==> src/hw/ldtl_pkg.sv <==
// constants and types for the line differential trip logic
package ldtl_pkg;
	localparam int unsigned CLK_HZ              = 125000000;
	localparam int unsigned SYS_HZ              = 60;
	// clock cycles per power-system cycle
	localparam int unsigned CYC_CLKS            = CLK_HZ / SYS_HZ;
	localparam int unsigned TICK_W              = 22;
	localparam int unsigned HS_OUTS             = 6;
	localparam int unsigned HS_CNT_W            = 3;
	localparam logic [2:0]  HS_CNT_OFF          = 3'h0;
	// timings in power-system cycles
	localparam int unsigned XFER_HOLD_CYC       = 8;
	localparam int unsigned DIST_HOLD_CYC       = 10;
	localparam int unsigned DIST_GATE_CYC       = 2;
	localparam int unsigned MIN_DUR_LO          = 4;
	localparam int unsigned MIN_DUR_HI          = 16000;
	localparam int unsigned DUR_W               = 14;
	localparam int unsigned SHORT_W             = 4;
	// quarters of a power-system cycle for the qualified-path delay
	localparam int unsigned QUAL_DELAY_QTR      = 3;
	localparam int unsigned QTR_CLKS            = CYC_CLKS / 4;
	localparam int unsigned QUAL_DELAY_CLKS     = QUAL_DELAY_QTR * QTR_CLKS;
	localparam int unsigned QD_W                = 22;
	// differential mode selections
	typedef enum logic [1:0] {
		ldtl_mode_2     = 2'h0,
		ldtl_mode_3     = 2'h1,
		ldtl_mode_3r    = 2'h2,
		ldtl_mode_off   = 2'h3
	} ldtl_mode_t;
	typedef enum logic [1:0] {
		ldtl_idle,
		ldtl_timing,
		ldtl_latched
	} ldtl_trip_state_t;
endpackage

==> src/hw/ldtl_trip_logic.sv <==
// line differential trip decision logic
`timescale 1ns/100ps
`default_nettype none
module ldtl_trip_logic
	import ldtl_pkg::*;
(
	// clock and reset
	input  wire logic                clock,
	input  wire logic                rst_b,
	// settings
	input  wire logic [HS_CNT_W-1:0] hs_output_count,
	input  wire logic                hs_transfer_trip_enable,
	input  wire ldtl_mode_t          diff_mode_select,
	input  wire logic                disturbance_qual_enable,
	input  wire logic [DUR_W-1:0]    min_trip_duration,
	// differential element and channel status
	input  wire logic                diff_internal_fault,
	input  wire logic                rx_transfer_trip_x,
	input  wire logic                rx_transfer_trip_y,
	input  wire logic                rx_valid_x,
	input  wire logic                rx_valid_y,
	input  wire logic                channel_failed,
	// sequence-current change detection
	input  wire logic                positive_seq_current_change,
	input  wire logic                zero_seq_current_change,
	// trip condition inputs
	input  wire logic                comm_assisted_trip_cond,
	input  wire logic                comm_scheme_permit,
	input  wire logic                transfer_trip_cond,
	input  wire logic                switch_onto_fault_trip_cond,
	input  wire logic                switch_onto_fault_enable,
	input  wire logic                general_trip_cond,
	// unlatch and resets
	input  wire logic                unlatch_cond,
	input  wire logic                front_target_reset,
	input  wire logic                serial_target_reset,
	// programmed output equations
	input  wire logic [HS_OUTS-1:0]  hs_output_equation,
	// outputs
	output logic [HS_OUTS-1:0]       high_speed_outputs,
	output logic                     diff_trip_flag,
	output logic                     qualified_diff_trip,
	output logic                     master_trip,
	output logic                     comm_target,
	output logic                     transfer_trip_send,
	output logic                     local_disturbance_flag,
	output logic                     cycle_tick
);
	logic [TICK_W-1:0] tick_cnt_reg;
	logic              tick_reg;
	logic              xfer_enabled;
	logic              rx_xfer;
	logic              fault_reg;
	logic              fault_rise;
	logic              gate_busy;
	logic              gate_open_reg;
	logic              diff_trip_next;
	logic              diff_trip_reg;
	logic [QD_W-1:0]   qual_cnt_reg;
	logic              qual_reg;
	logic              xfer_busy;
	logic              xfer_send_reg;
	logic              dist_change;
	logic              dist_busy;
	logic              dist_active;
	logic              dist_flag_reg;
	logic              combined_cond;
	logic              combined_reg;
	logic              dur_busy;
	logic              dur_start;
	logic [DUR_W-1:0]  dur_len;
	logic              trip_reg;
	logic              unlatch_req;
	logic [HS_OUTS-1:0] hs_reg;
	ldtl_trip_state_t  state_reg;

	// free-running power-system cycle tick
	// one shared tick keeps every cycle timer in step
	always_ff @(posedge clock or negedge rst_b) begin
		if (!rst_b) begin
			tick_cnt_reg <= '0;
			tick_reg     <= 1'b0;
		end else if (tick_cnt_reg == TICK_W'(CYC_CLKS - 1)) begin
			tick_cnt_reg <= '0;
			tick_reg     <= 1'b1;
		end else begin
			tick_cnt_reg <= tick_cnt_reg + TICK_W'(1);
			tick_reg     <= 1'b0;
		end
	end
	assign cycle_tick = tick_reg;

	// forced transfer trip in the three-terminal modes
	// mode 3 falls back to transfer trip only while a channel is down
	assign xfer_enabled = hs_transfer_trip_enable
		|| (diff_mode_select == ldtl_mode_3r)
		|| ((diff_mode_select == ldtl_mode_3) && channel_failed);
	// a noisy channel drops its valid, so garbage never trips
	assign rx_xfer = xfer_enabled
		&& ((rx_transfer_trip_x && rx_valid_x) || (rx_transfer_trip_y && rx_valid_y));

	// local disturbance detector
	assign dist_change = positive_seq_current_change || zero_seq_current_change;
	ldtl_cycle_timer #(
		.WIDTH (SHORT_W)
	) u_dist_timer (
		.clock  (clock),
		.rst_b  (rst_b),
		.tick   (tick_reg),
		.start  (dist_change),
		.length (SHORT_W'(DIST_HOLD_CYC)),
		.busy   (dist_busy)
	);
	assign dist_active = dist_busy || dist_change;
	// registered so the flag leaves on a clock edge like every other status
	always_ff @(posedge clock or negedge rst_b) begin
		if (!rst_b) begin
			dist_flag_reg <= 1'b0;
		end else begin
			dist_flag_reg <= dist_active;
		end
	end
	assign local_disturbance_flag = dist_flag_reg;

	// disturbance gate lasts at most two cycles from the fault onset
	// weak infeed could hide the fault from the local detector forever
	always_ff @(posedge clock or negedge rst_b) begin
		if (!rst_b) begin
			fault_reg <= 1'b0;
		end else begin
			fault_reg <= diff_internal_fault;
		end
	end
	assign fault_rise = diff_internal_fault && !fault_reg;
	ldtl_cycle_timer #(
		.WIDTH (SHORT_W)
	) u_gate_timer (
		.clock  (clock),
		.rst_b  (rst_b),
		.tick   (tick_reg),
		.start  (fault_rise),
		.length (SHORT_W'(DIST_GATE_CYC)),
		.busy   (gate_busy)
	);
	// gate releases once the window has run out while the fault persists
	always_ff @(posedge clock or negedge rst_b) begin
		if (!rst_b) begin
			gate_open_reg <= 1'b0;
		end else if (!diff_internal_fault) begin
			gate_open_reg <= 1'b0;
		end else if (!gate_busy && !fault_rise) begin
			gate_open_reg <= 1'b1;
		end
	end

	// differential trip flag; received transfer trip bypasses the gate
	// internal faults wait for the local detector or the window's end
	always_comb begin
		diff_trip_next = rx_xfer;
		if (diff_internal_fault) begin
			if (!disturbance_qual_enable || dist_active || gate_open_reg) begin
				diff_trip_next = 1'b1;
			end
		end
	end
	always_ff @(posedge clock or negedge rst_b) begin
		if (!rst_b) begin
			diff_trip_reg <= 1'b0;
		end else begin
			diff_trip_reg <= diff_trip_next;
		end
	end
	assign diff_trip_flag = diff_trip_reg;

	// transfer trip send hold
	ldtl_cycle_timer #(
		.WIDTH (SHORT_W)
	) u_xfer_timer (
		.clock  (clock),
		.rst_b  (rst_b),
		.tick   (tick_reg),
		.start  (diff_internal_fault),
		.length (SHORT_W'(XFER_HOLD_CYC + 1)),
		.busy   (xfer_busy)
	);
	// one extra count covers the partial cycle before the first tick
	always_ff @(posedge clock or negedge rst_b) begin
		if (!rst_b) begin
			xfer_send_reg <= 1'b0;
		end else begin
			xfer_send_reg <= xfer_busy;
		end
	end
	assign transfer_trip_send = xfer_send_reg;

	// equation-qualified copy lags by three quarters of a cycle
	// a flip back inside the window restarts the count
	always_ff @(posedge clock or negedge rst_b) begin
		if (!rst_b) begin
			qual_cnt_reg <= '0;
			qual_reg     <= 1'b0;
		end else if (diff_trip_reg == qual_reg) begin
			qual_cnt_reg <= '0;
		end else if (qual_cnt_reg == QD_W'(QUAL_DELAY_CLKS - 1)) begin
			qual_cnt_reg <= '0;
			qual_reg     <= diff_trip_reg;
		end else begin
			qual_cnt_reg <= qual_cnt_reg + QD_W'(1);
		end
	end
	assign qualified_diff_trip = qual_reg;

	// fast outputs: direct for the first N, equation otherwise
	// counts above the output total make every output direct
	always_ff @(posedge clock or negedge rst_b) begin
		if (!rst_b) begin
			hs_reg <= '0;
		end else begin
			for (int i = 0; i < HS_OUTS; i++) begin
				if (hs_output_count != HS_CNT_OFF && i < int'(hs_output_count)) begin
					hs_reg[i] <= diff_trip_next;
				end else begin
					hs_reg[i] <= hs_output_equation[i];
				end
			end
		end
	end
	assign high_speed_outputs = hs_reg;

	// combined trip conditions
	always_comb begin
		combined_cond = general_trip_cond;
		combined_cond = combined_cond || transfer_trip_cond;
		combined_cond = combined_cond || (comm_assisted_trip_cond && comm_scheme_permit);
		combined_cond = combined_cond
			|| (switch_onto_fault_trip_cond && switch_onto_fault_enable);
		if (hs_output_count != HS_CNT_OFF) begin
			combined_cond = combined_cond || diff_trip_next;
		end
	end

	// last combined level for the timer's edge detect
	always_ff @(posedge clock or negedge rst_b) begin
		if (!rst_b) begin
			combined_reg <= 1'b0;
		end else begin
			combined_reg <= combined_cond;
		end
	end

	// minimum duration timer; setting clamped into its legal range
	always_comb begin
		if (min_trip_duration < DUR_W'(MIN_DUR_LO)) begin
			dur_len = DUR_W'(MIN_DUR_LO + 1);
		end else if (min_trip_duration > DUR_W'(MIN_DUR_HI)) begin
			dur_len = DUR_W'(MIN_DUR_HI + 1);
		end else begin
			dur_len = min_trip_duration + DUR_W'(1);
		end
	end
	assign dur_start = combined_cond && !combined_reg && !dur_busy;
	ldtl_cycle_timer #(
		.WIDTH (DUR_W)
	) u_dur_timer (
		.clock  (clock),
		.rst_b  (rst_b),
		.tick   (tick_reg),
		.start  (dur_start),
		.length (dur_len),
		.busy   (dur_busy)
	);

	// any one of the three releases a latched trip
	assign unlatch_req = unlatch_cond || front_target_reset || serial_target_reset;

	// master trip seal-in
	// the timer may retrigger while latched, so clear also waits for it
	always_ff @(posedge clock or negedge rst_b) begin
		if (!rst_b) begin
			state_reg <= ldtl_idle;
			trip_reg  <= 1'b0;
		end else begin
			unique case (state_reg)
				ldtl_idle: begin
					if (combined_cond) begin
						state_reg <= ldtl_timing;
						trip_reg  <= 1'b1;
					end
				end
				ldtl_timing: begin
					if (!dur_busy && !dur_start) begin
						state_reg <= ldtl_latched;
					end
				end
				ldtl_latched: begin
					if (!dur_busy && !combined_cond
						&& unlatch_req) begin
						state_reg <= ldtl_idle;
						trip_reg  <= 1'b0;
					end
				end
				default: begin
					state_reg <= trip_reg ? ldtl_latched : ldtl_idle;
				end
			endcase
		end
	end
	assign master_trip = trip_reg;

	// comm target follows the transfer trip condition
	always_ff @(posedge clock or negedge rst_b) begin
		if (!rst_b) begin
			comm_target <= 1'b0;
		end else begin
			comm_target <= transfer_trip_cond;
		end
	end
endmodule
`default_nettype wire

==> src/hw/ldtl_cycle_timer.sv <==
// retriggerable hold counter in power-system cycles
`timescale 1ns/100ps
`default_nettype none
module ldtl_cycle_timer
	import ldtl_pkg::*;
#(
	parameter int unsigned WIDTH = SHORT_W
) (
	// clock and reset
	input  wire logic             clock,
	input  wire logic             rst_b,
	// control
	input  wire logic             tick,
	input  wire logic             start,
	input  wire logic [WIDTH-1:0] length,
	// status
	output logic                  busy
);
	logic [WIDTH-1:0] count_reg;

	// start reloads; decrement only on the cycle tick
	always_ff @(posedge clock or negedge rst_b) begin
		if (!rst_b) begin
			count_reg <= '0;
		end else if (start) begin
			count_reg <= length;
		end else if (tick && count_reg != '0) begin
			count_reg <= count_reg - WIDTH'(1);
		end
	end

	assign busy = (count_reg != '0);
endmodule
`default_nettype wire

==> config.mk <==
export PLATFORM = sky130hd
export DESIGN_NAME = ldtl_trip_logic
export DESIGN_NICKNAME = d
export VERILOG_FILES = /design/src/hw/ldtl_pkg.sv /design/src/hw/ldtl_trip_logic.sv /design/src/hw/ldtl_cycle_timer.sv
export SDC_FILE = /design/constraint.sdc
export NUM_CORES = 1
export LEC_CHECK = 0
export BUFFER_PORTS_ARGS = -buffer_cell sky130_fd_sc_hd__buf_4
export CAP_MARGIN = 30
export CORE_MARGIN = 10
export CORE_UTILIZATION = 40
export DETAILED_ROUTE_END_ITERATION = 12
export GPL_TIMING_DRIVEN = 0
export PLACE_DENSITY = 0.62
export SLEW_MARGIN = 20
export SYNTH_ARGS = -nofsm -noshare
export SYNTH_HDL_FRONTEND = slang
export SYNTH_SLANG_ARGS = --single-unit
export TNS_END_PERCENT = 5
==> constraint.sdc <==
create_clock -name clock -period 2.2 [get_ports clock]
set_input_delay 0.22 -clock clock [delete_from_list [all_inputs] [get_ports clock]]
set_output_delay 0.22 -clock clock [all_outputs]
set_load 0.03 [all_outputs]
==> metrics <==
Post-synth EDFFs=0; Vias/cell=5.37; slowest CP cell=or4_4; clock skew=10.5 ps; FMAX=441 MHz; GPL Wtd Cong=0.840; Post-DRT Antenna Nets=0; fin cells=732; Worst-Margin Slew=643 ps; Int Pwr=2.60 mW; Core Footprint=11600 sq um; Max H-tree Level=3; max-slew violation count=0; Reg clk slew, reported paths=60 ps; CTS Sinks=88; sw frac=0.255; met3 routed WL=414 microns; total die area=16700 sq um; nets@finish=642; crit share post-route=1.03; Mapped Cells=501; chain of cells forming the critical path=or4_4 > or3_4 > or3_4 > buf_6 > o41ai_2 > mux2i_1; DR pass1 iterations=4; Synth Cell Area=4790 sq um; hold crit path type=in -> reg; Req. time, crit path=2410 ps; Detailed Route WL=11100 microns; # diodes=0; CTS buffer count=9; first-pass GRT wire length=18700 microns; WP buf/inv=1; largest net degree at the start of global routing=47; post-place setup slack=-473 ps; layout cell share with drive strength beyond 1=0.217; Starting Density=0.414; fin util=0.516; Crit Path Class=reg -> reg; cell leakage power=2.52 nW; Yosys reg bits=88; routed length per instance=15.2 microns; failing checks=negative setup slack; fill count=1057; Reg power frac=0.485; setup slack, reg-to-reg=-70 ps; number of global-route vias before repair=4026; CP arrival=2480 ps; Ys Warns=0; Max Used Layer=met4; CP max stage delay=560 ps; clock root buffer=clkbuf_16; antenna violations before repair=0; hpwl dp=8170 microns; Logic pwr share=0.094; Pwr per Cell Area=584 nW/um^2; Setup WS post-layout=-67.8 ps; met1 wire length=4860 microns; Netlist cell types=51; grt ovf=0; CP startpoint kind=flip-flop; worst skew pair latency=350 ps; P_sw=888 uW; Final Hold Vio Count=0; CTS tree=built; detailed-route via count=3934; clock group share of total power=0.422; DRC=0; IO Count=59; row cnt=39; Die W=129 microns; CP top delay family=simple AND/OR/NAND/NOR gates; Tot GR Track Use=0.136; Clock Path Buffers=2; drt initial violations=267; VDD IR max=284 uV; number of setup violations in the final report=8; Layout area overhead=24.7%; # Max-Cap Violations=0; Seq/Total Area, Yosys=0.460; Port Buffers=57; Main synth FF type=dfrtp_1; Routed met2 length=5660 microns; status=finished with violations; Mean Syn Cell Area=9.56 sq um; Most common cell on crit path=or3_4; critical path endpoint category=flip-flop; # placed instances=702; Post-synth ARST share=1.00; crit-path max FO=6; unrepaired setup endpoints after global routing=yes; Max-Slew Margin vs Limit=0.566; min Tclk post-route=2270 ps; syn nets=559; die height=129 microns
[cells in the mapped netlist, types with 4 or more instances]
cell type   n  area share
xor2_1     24       0.044
dfrtp_1    88        0.46
nor2_1     64       0.050
nand2b_1    4      0.0052
nor3_1     18       0.019
mux2_2      4      0.0094
nand2_1    36       0.028
ha_1       12       0.031
a21oi_1    11       0.011
nor2b_1     4      0.0052
or3_1       5      0.0065
and4_1      8       0.015
o21ai_0    15       0.016
clkbuf_1    8      0.0063
inv_1      24       0.019
or2_2       4      0.0052
nor4b_1     5      0.0091
nand4_1     8       0.010
and3_1     13       0.017
nor4_1     14       0.018
xnor2_1    42       0.077
nand3_1    33       0.034
a31oi_1     7      0.0091
[power groups by stage]
stage                     Sequential, mW  Combinational [mW]  Clock [mW]
after global placement              1.72               0.300           0
after CTS                           1.69               0.324        1.51
after detailed placement            1.72               0.312           0
after floorplan                     1.74               0.118           0
after global routing                1.70               0.365        1.57
final                               1.69               0.327        1.47
[cells in the final DEF, fill, tap and decap left out, drive strengths merged, types with 3 or more instances in the layout]
cell / n
nor3b: 3
nor2b: 4
o31ai: 4
xor2: 24
nor3: 18
a311oi: 3
o211ai: 3
clkbuf: 18
mux2i: 3
nor2: 64
nor4: 14
nand3: 33
ha: 12
a21oi: 11
dfrtp: 88
buf: 71
or2: 4
nor4b: 5
xnor2: 42
or4: 3
o21ai: 15
nand2b: 4
nand4: 8
and3: 13
or3b: 3
nand2: 36
and4: 8
inv: 27
clkinv: 3
mux2: 4
a31oi: 7
or3: 8
[kinds of logic after synthesis]
family,share of synthesized area
simple gates,0.256
flops,0.460
xor+xnor,0.121
compound gates,0.0904
buf+inv,0.0261
fa+ha+maj,0.0314
mux,0.0157
[timing repair]
item                                   in CTS  in global routing
setup buffers                               4                  8
setup endpoints to repair                  19                 47
pin swaps                                   8                  4
gates cloned                                0                  0
hold buffers                                2                  0
gates resized for setup                    18                 14
endpoints found under the hold margin      43                  0
[final timing paths]
| kind | start | endpoint | depth (start not counted) |
|---|---|---|---|
| max in group asynchronous | rst_b | u_dur_timer.count_reg[7]$_DFFE_PN0P_ | 3 |
| min in group asynchronous | rst_b | qual_cnt_reg[11]$_DFF_PN0_ | 2 |
| setup / recovery | u_dur_timer.count_reg[10]$_DFFE_PN0P_ | u_dur_timer.count_reg[2]$_DFFE_PN0P_ | 6 |
| hold / removal | positive_seq_current_change | u_dist_timer.count_reg[3]$_DFFE_PN0P_ | 3 |
| hold reg to reg | tick_cnt_reg[21]$_DFF_PN0_ | tick_cnt_reg[21]$_DFF_PN0_ | 1 |
| setup reg to reg | u_dur_timer.count_reg[10]$_DFFE_PN0P_ | u_dur_timer.count_reg[2]$_DFFE_PN0P_ | 6 |
[metal layers]
metal / global-route usage / vias to the layer above
li1: - / 1939
met1: 0.158 / 1917
met2: 0.241 / 64
met3: 0.0294 / 14
met4: 0.0509 / 0
met5: 0 / -
[worst min-delay path: cells and delay by family]
family / cells / cell delay, ps
simple gates: 2 / 90
buf+inv: 1 / 80
[layout make-up]
cell class	count	area (sq um)	share of cell area
clock inverter	6	41.3	0.00692
buffer	9	43.8	0.00733
multi-input combinational	380	2610	0.436
clock buffer	10	239	0.0400
timing repair buffer	72	569	0.0953
tap	143	179	0.0300
sequential	88	2200	0.369
inverter	24	90.1	0.0151
[stage by stage]
stage | TNS (ps) | power [mW] | instance area (sq um) | hold WS (ps)
6_report | -299 | 3.49 | 5970 | 79.8
5_1_grt | -1680 | 3.63 | 5970 | 72.0
4_1_cts | -256 | 3.52 | 5850 | 59.9
3_5_place_dp | -5360 | 2.03 | 5450 | 253
3_3_place_gp | -4300 | 2.02 | 5430 | 341
2_1_floorplan | -125 | 1.85 | 4820 | -75.6
Power figures use the tool's default switching activity.
